<file path="src/pkg/adcsr_pkg.sv">
// shared constants, types and state layout of the converter control block
package adcsr_pkg;

  // clock and timing figures
  localparam int CLK_PERIOD_NS = 8;
  localparam int CONV_TIME_NS = 33_300_000;
  localparam int CONV_MAX_NS = 42_000_000;
  localparam int POR_TIME_NS = 500_000;
  localparam int CONV_CYCLES = CONV_TIME_NS / CLK_PERIOD_NS;
  localparam int POR_CYCLES = POR_TIME_NS / CLK_PERIOD_NS;

  // widths
  localparam int RES_W = 16;
  localparam int RAW_W = 18;
  localparam int GAIN_W = 16;
  localparam int GAIN_FRAC = 15;
  localparam int TMR_W = 32;
  localparam int BIT_W = 4;

  // result codes, last bit index and unity gain
  localparam logic [RES_W-1:0] CODE_ZERO = 16'h0000;
  localparam logic [RES_W-1:0] CODE_TOP = 16'hFFFF;
  localparam logic [BIT_W-1:0] LAST_BIT = 4'hF;
  localparam logic [GAIN_W-1:0] GAIN_UNITY = 16'h8000;

  // operating states, one-hot
  typedef enum logic [3:0] {
    ST_POR = 4'h1,
    ST_CONV = 4'h2,
    ST_SLEEP = 4'h4,
    ST_DATA = 4'h8
  } adcsr_fsm_t;

  // pin inputs from outside the clock domain
  typedef struct packed {
    logic supply_ok;
    logic cs_n;
    logic sck;
  } adcsr_pins_t;

  // serial output pin
  typedef struct packed {
    logic sdo;
    logic sdo_oe;
  } adcsr_sdo_t;

  // calibration and modulator data from the analog core
  typedef struct packed {
    logic signed [RAW_W-1:0] raw;
    logic signed [RAW_W-1:0] offset;
    logic [GAIN_W-1:0] gain;
  } adcsr_core_t;

  // whole module state
  typedef struct packed {
    adcsr_fsm_t fsm;
    logic [TMR_W-1:0] timer;
    logic [TMR_W-1:0] por_cnt;
    logic [RES_W-1:0] result;
    logic [RES_W-1:0] shreg;
    logic [BIT_W-1:0] bit_cnt;
    adcsr_pins_t sync1;
    adcsr_pins_t sync2;
    adcsr_pins_t prev;
    adcsr_sdo_t pin;
    logic low_power;
  } adcsr_state_t;

endpackage

</file>
<file path="src/rtl/adcsr_core.sv">
// control state machine and serial readout of the 16-bit converter
`timescale 1ns/1ns
// What this block does
// - cycle convert, sleep, data output, repeat
// - conversion lasts fixed period, select and clock cannot end
// - leave sleep when chip select and clock low
// - low power while chip select high in sleep
// - result held static throughout sleep
// - top result bit on output at data entry
// - next bit after falling clock; host samples rising
// - shift latest completed result, no latency
// - sixteenth falling clock edge starts new conversion
// - chip select rising aborts readout, new conversion
// - drive output only while chip select low
// - hold reset on low supply, then pulse
// - after reset pulse, start conversion automatically
// - calibrate every conversion without changing timing
// - clamp results to zero and top code
// - straight binary sixteen bits, msb first
// - clock high, select low: output shows busy
module adcsr_core
  import adcsr_pkg::*;
#(
  parameter int CONV_COUNT = adcsr_pkg::CONV_CYCLES,
  parameter int POR_COUNT = adcsr_pkg::POR_CYCLES
) (
  input wire logic ref_clk,
  input wire logic sys_rst,
  input wire adcsr_pkg::adcsr_pins_t pins,
  input wire adcsr_pkg::adcsr_core_t core,
  output adcsr_pkg::adcsr_sdo_t sdo_pin,
  output logic [adcsr_pkg::RES_W-1:0] result,
  output logic low_power,
  output logic converting,
  output logic por_active
);
  import adcsr_pkg::*;

  localparam logic [TMR_W-1:0] CONV_LAST = TMR_W'(CONV_COUNT - 1);
  localparam logic [TMR_W-1:0] POR_LAST = TMR_W'(POR_COUNT - 1);
  localparam int DIFF_W = RAW_W + 1;
  localparam int PROD_W = DIFF_W + GAIN_W + 1;

  // reset image: registers cleared except the chip-select bits of sync1, sync2 and prev, which load high; waiting in power-on reset
  localparam adcsr_state_t RESET_STATE = '{
    fsm: ST_POR,
    timer: '0,
    por_cnt: '0,
    result: CODE_ZERO,
    shreg: CODE_ZERO,
    bit_cnt: '0,
    sync1: '{supply_ok: 1'b0, cs_n: 1'b1, sck: 1'b0},
    sync2: '{supply_ok: 1'b0, cs_n: 1'b1, sck: 1'b0},
    prev: '{supply_ok: 1'b0, cs_n: 1'b1, sck: 1'b0},
    pin: '{sdo: 1'b0, sdo_oe: 1'b0},
    low_power: 1'b0
  };

  adcsr_state_t state;
  adcsr_state_t next_state;
  logic sck_fall;
  logic cs_rise;
  logic cs_low;
  logic sck_high;
  logic [RES_W-1:0] cal_code;

  // offset and full-scale correction, then clamp to the code range
  function automatic logic [RES_W-1:0] calibrate(input adcsr_core_t c);
    logic signed [DIFF_W-1:0] diff;
    logic signed [PROD_W-1:0] prod;
    logic signed [PROD_W-1:0] scaled;
    diff = DIFF_W'(c.raw) - DIFF_W'(c.offset);
    prod = PROD_W'(diff) * $signed({1'b0, c.gain});
    scaled = prod >>> GAIN_FRAC;
    if (scaled < 0) begin
      calibrate = CODE_ZERO;
    end else if (scaled > $signed({{(PROD_W-RES_W){1'b0}}, CODE_TOP})) begin
      calibrate = CODE_TOP;
    end else begin
      calibrate = scaled[RES_W-1:0];
    end
  endfunction

  // edges and levels of the synchronised pins
  assign sck_fall = state.prev.sck & ~state.sync2.sck;
  assign cs_rise = ~state.prev.cs_n & state.sync2.cs_n;
  assign cs_low = ~state.sync2.cs_n;
  assign sck_high = state.sync2.sck;
  assign cal_code = calibrate(core);

  // next-state logic
  always_comb begin
    next_state = state;
    // two-flop synchronisers, then one stage kept for edge finding
    next_state.sync1 = pins;
    next_state.sync2 = state.sync1;
    next_state.prev = state.sync2;
    next_state.low_power = 1'b0;

    case (state.fsm)
      ST_POR: begin
        next_state.timer = '0;
        next_state.result = CODE_ZERO;
        next_state.shreg = CODE_ZERO;
        next_state.bit_cnt = '0;
        if (state.sync2.supply_ok) begin
          if (state.por_cnt == POR_LAST) begin
            next_state.fsm = ST_CONV;
            next_state.por_cnt = '0;
          end else begin
            next_state.por_cnt = state.por_cnt + 1'b1;
          end
        end else begin
          next_state.por_cnt = '0;
        end
      end
      ST_CONV: begin
        // only the timer or a brown-out ends a conversion; select and clock are ignored here
        if (state.timer == CONV_LAST) begin
          next_state.fsm = ST_SLEEP;
          next_state.result = cal_code;
          next_state.timer = '0;
        end else begin
          next_state.timer = state.timer + 1'b1;
        end
      end
      ST_SLEEP: begin
        next_state.low_power = ~cs_low;
        if (cs_low && !sck_high) begin
          next_state.fsm = ST_DATA;
          next_state.shreg = state.result;
          next_state.bit_cnt = '0;
        end
      end
      ST_DATA: begin
        if (cs_rise) begin
          next_state.fsm = ST_CONV;
          next_state.timer = '0;
          next_state.shreg = CODE_ZERO;
          next_state.bit_cnt = '0;
        end else if (sck_fall) begin
          if (state.bit_cnt == LAST_BIT) begin
            next_state.fsm = ST_CONV;
            next_state.timer = '0;
            next_state.bit_cnt = '0;
          end else begin
            next_state.shreg = {state.shreg[RES_W-2:0], 1'b0};
            next_state.bit_cnt = state.bit_cnt + 1'b1;
          end
        end
      end
      default: begin
        next_state.fsm = ST_POR;
      end
    endcase

    // brown-out forces power-on reset from any state
    if (!state.sync2.supply_ok) begin
      next_state.fsm = ST_POR;
      next_state.por_cnt = '0;
      // clear result on entry so nothing stale shows during reset
      next_state.result = CODE_ZERO;
      next_state.shreg = CODE_ZERO;
      next_state.bit_cnt = '0;
      next_state.timer = '0;
    end

    // serial output value follows the upcoming state
    case (next_state.fsm)
      ST_CONV: next_state.pin.sdo = 1'b1;
      ST_SLEEP: next_state.pin.sdo = 1'b0;
      ST_DATA: next_state.pin.sdo = next_state.shreg[RES_W-1];
      default: next_state.pin.sdo = 1'b0;
    endcase
    next_state.pin.sdo_oe = ~next_state.sync2.cs_n &
                            (next_state.fsm != ST_POR);
  end

  // state register
  always_ff @(posedge ref_clk) begin
    if (sys_rst) begin
      state <= RESET_STATE;
    end else begin
      state <= next_state;
    end
  end

  // outputs straight from the state register
  assign sdo_pin = state.pin;
  assign result = state.result;
  assign low_power = state.low_power;
  assign converting = (state.fsm == ST_CONV);
  assign por_active = (state.fsm == ST_POR);

endmodule
</file>
<file path="config.mk">
export PLATFORM = sky130hd
export DESIGN_NAME = adcsr_core
export DESIGN_NICKNAME = d
export VERILOG_FILES = /design/src/pkg/adcsr_pkg.sv /design/src/rtl/adcsr_core.sv
export SDC_FILE = /design/constraint.sdc
export NUM_CORES = 1
export LEC_CHECK = 0
export BUFFER_PORTS_ARGS = -buffer_cell sky130_fd_sc_hd__clkbuf_2
export CAP_MARGIN = 40
export CORE_MARGIN = 4
export CORE_UTILIZATION = 62
export CTS_BUF_LIST = sky130_fd_sc_hd__clkbuf_16
export CTS_CLUSTER_SIZE = 10
export DETAILED_ROUTE_END_ITERATION = 10
export PLACE_DENSITY_LB_ADDON = 0.2
export SLEW_MARGIN = 10
export SYNTH_ARGS = -nofsm -noshare
export SYNTH_HDL_FRONTEND = slang
export SYNTH_SLANG_ARGS = --single-unit
export TNS_END_PERCENT = 10
</file>
<file path="constraint.sdc">
create_clock -name ref_clk -period 12.42 [get_ports ref_clk]
set_clock_uncertainty 0.05 [all_clocks]
set_input_delay 3.105 -clock ref_clk [delete_from_list [all_inputs] [get_ports ref_clk]]
set_output_delay 3.105 -clock ref_clk [all_outputs]
set_load 0.02 [all_outputs]
</file>
==> key figures <==
Flow run
  • Max Cap Viol: 0

Global routing
  • Gr usage total: 0.266
  • Initial antenna violation count: 0
  • Largest net degree at the start of global routing: 25
  • Vias in the first global route: 14155
  • Gr ovfl total: 0
  • First-pass GRT wire length: around 67000 um

Place
  • DP Worst Slack: ~0.13 ns
  • I/O Buffers: 77
  • Detailed placer's ending HPWL: ~30000 um
  • Gpl congestion: around 0.91

Synth
  • Register bit total from synthesis: ~120
  • Syn avg cell area: 8.65 um2
  • Syn Inst Count: a little under 2000
  • Yosys Warn Count: 0
  • Syn_nets: 2456
  • Async set or reset register ratio after synthesis: 0
  • Register area share after synthesis: 0.134
  • Mapped cell area: roughly 0.017 mm2
  • Cell variety after synth: ~70
  • Top_reg_cell synth: dfxtp_1
  • EDFF count, synth: 0

Drt
  • Routed len/inst: roughly 16 um
  • Post-Route M1 WL: 15000 um
  • Detail Route Antenna Nets: 0
  • Met2 WL: about 20000 um
  • Vias: 13243
  • DR top layer: met4
  • DRT Wirelength: 38300 um
  • Met3 routed WL: about 1900 um
  • Number of vias per cell: 5.52
  • Pre-Repair DR Iteration Count: 7
  • Drt drc: 0
  • Initial DRC count: between 1000 and 1500

Worst setup path
  • Critical path peak fanout: 24
  • Crit Path Class: input port to register
  • CP Launch Type: input port
  • Max incr delay on CP: between 0.7 and 0.8 ns
  • Slowest CP cell: fa_1
  • Endpoint type of the worst setup path: register
  • Critical Path Most Common Cell: fa_1
  • CP arrival: ~12 ns
  • Critical Path RT: around 13 ns

Final layout
  • N_diodes: 0
  • Most common cell after layout, fill and taps aside: inv_1
  • Area growth, synth to finish: 7.46%
  • Commonest non-fill, non-tap cells in the layout: 403 x inv_1, 299 x fa_1, 233 x nand2_1
  • Final net count: 2484
  • Share of layout cells above drive strength 1: 0.0774

Run status
  • Status: finished, final reports clean

Clock network
  • CTS tree: done
  • Total CTS buffers: 17
  • Worst-path clk slew: around 0.050 ns
  • Clock Tree Buf Depth: 2
  • TritonCTS Sinks: ~120
  • Clk_lat worst skew: slightly above 0.4 ns
  • CTS root buffer: clkbuf_16
  • Max H-tree Level: 4

STA
  • Hold Violations, Final: 0
  • Worst Slack Setup Final: approximately 0.72 ns
  • Tmin final: 11.70 ns
  • Worst slew margin: 0.397
  • Setup TNS: 0 ns
  • RSZ-0062 raised after global routing: no
  • Peak Freq: around 85 MHz
  • Period Utilization, post-route: 0.942
  • Endpoints failing setup: 0
  • Final Slew Violations: 0
  • Worst-Margin Slew: 0.900 ns

Die
  • Die ar.: around 0.030 mm2
  • Die width: about 170 um
  • Initial Util: 0.635
  • CORE AREA: approximately 0.027 mm2
  • Core Rows: 60
  • Die height: ~170 um
  • I/O pins: between 70 and 80

Hold path
  • Worst hold path class: register to register
[layer usage]
layer | global-route usage | vias to the layer above
li1 | - | 6208
met1 | 0.320 | 6553
met2 | 0.493 | 385
met3 | 0.0348 | 97
met4 | 0.0841 | 0
met5 | 0 | -
[final cells by class]
| type | count | area [um2] |
|---|---|---|
| multi-input cells | 1378 | 13000 |
| repair buffers | 101 | 616 |
| well taps | 372 | 465 |
| clock buffers | 17 | 425 |
| fillers | 2116 | 8620 |
| flip-flops and latches | 115 | 2300 |
| inverters | 403 | 1510 |
| clock inverters | 14 | 189 |
[final timing paths]
check	startpoint	to	slack, ns	cells past startpoint
worst max-delay path	core[34]	result[11]	0.72	34
worst min-delay path	next_state[7]	next_state[4]	0.38	1
worst max register to register	state[113]	result[4]	9.12	9
worst min register to register	next_state[7]	next_state[4]	0.38	1
[cell usage after synthesis, drive strengths merged, types with 17 or more instances]
| library cell | instances | area (um2) |
|---|---|---|
| and2 | 127 | 795 |
| clkbuf | 67 | 251 |
| nand4 | 20 | 125 |
| nor3 | 27 | 146 |
| nand2 | 233 | 875 |
| o21ai | 38 | 190 |
| a211o | 17 | 156 |
| a21o | 19 | 145 |
| buf | 25 | 174 |
| ha | 112 | 1400 |
| nand3 | 28 | 140 |
| a21oi | 53 | 280 |
| fa | 299 | 5990 |
| xnor2 | 51 | 447 |
| nor2b | 36 | 225 |
| xor2 | 45 | 394 |
| dfxtp | 115 | 2300 |
| inv | 403 | 1510 |
| nor2 | 113 | 427 |
[cell families after synthesis]
| kind of cell | after synthesis | synth area share |
|---|---|---|
| multiplexers | 4 | 0.00233 |
| AO/OA/AOI/OAI | 191 | 0.0763 |
| buffers and inverters | 495 | 0.113 |
| XOR/XNOR | 96 | 0.0489 |
| adder cells (fa/ha/maj) | 414 | 0.431 |
| flip-flops | 115 | 0.134 |
| AND/OR/NAND/NOR | 673 | 0.195 |
[what timing repair did]
| item | 4_1_cts | 5_1_grt |
|---|---|---|
| setup buffers | 0 | 1 |
| resized for setup | 0 | 2 |
| hold buffers | 0 | 0 |
| setup endpoints to repair | 0 | 16 |
[worst max-delay path, delay by kind of cell]
kind	cells	cell delay, ns
adders and majority gates	9	4.22
buffers and inverters	5	0.37
AOI/OAI and AO/OA	14	3.39
xor gates and xnor gates	1	0.19
and+or+nand+nor	5	0.67
[through the flow]
stage          area [um2]   util  cells  hold WS (ns)
4_1_cts             18500  0.681   2399         0.383
5_1_grt             18500  0.682   2400         0.402
3_3_place_gp        17800  0.656   2364         0.366
2_1_floorplan       17200      -   1988         0.356
3_5_place_dp        17800  0.658   2368         0.371
6_report            18500  0.682   2400         0.379
[state kept, by name (all words and copies together) (netlist names)]
name and count:
sck_high 1, result 16, low_power 1, next_state 5, state 90, sdo_pin 2
Power is left out: the tool's default activity adds up to more than one toggle a clock period on the data nets, which glitch-free logic cannot reach.
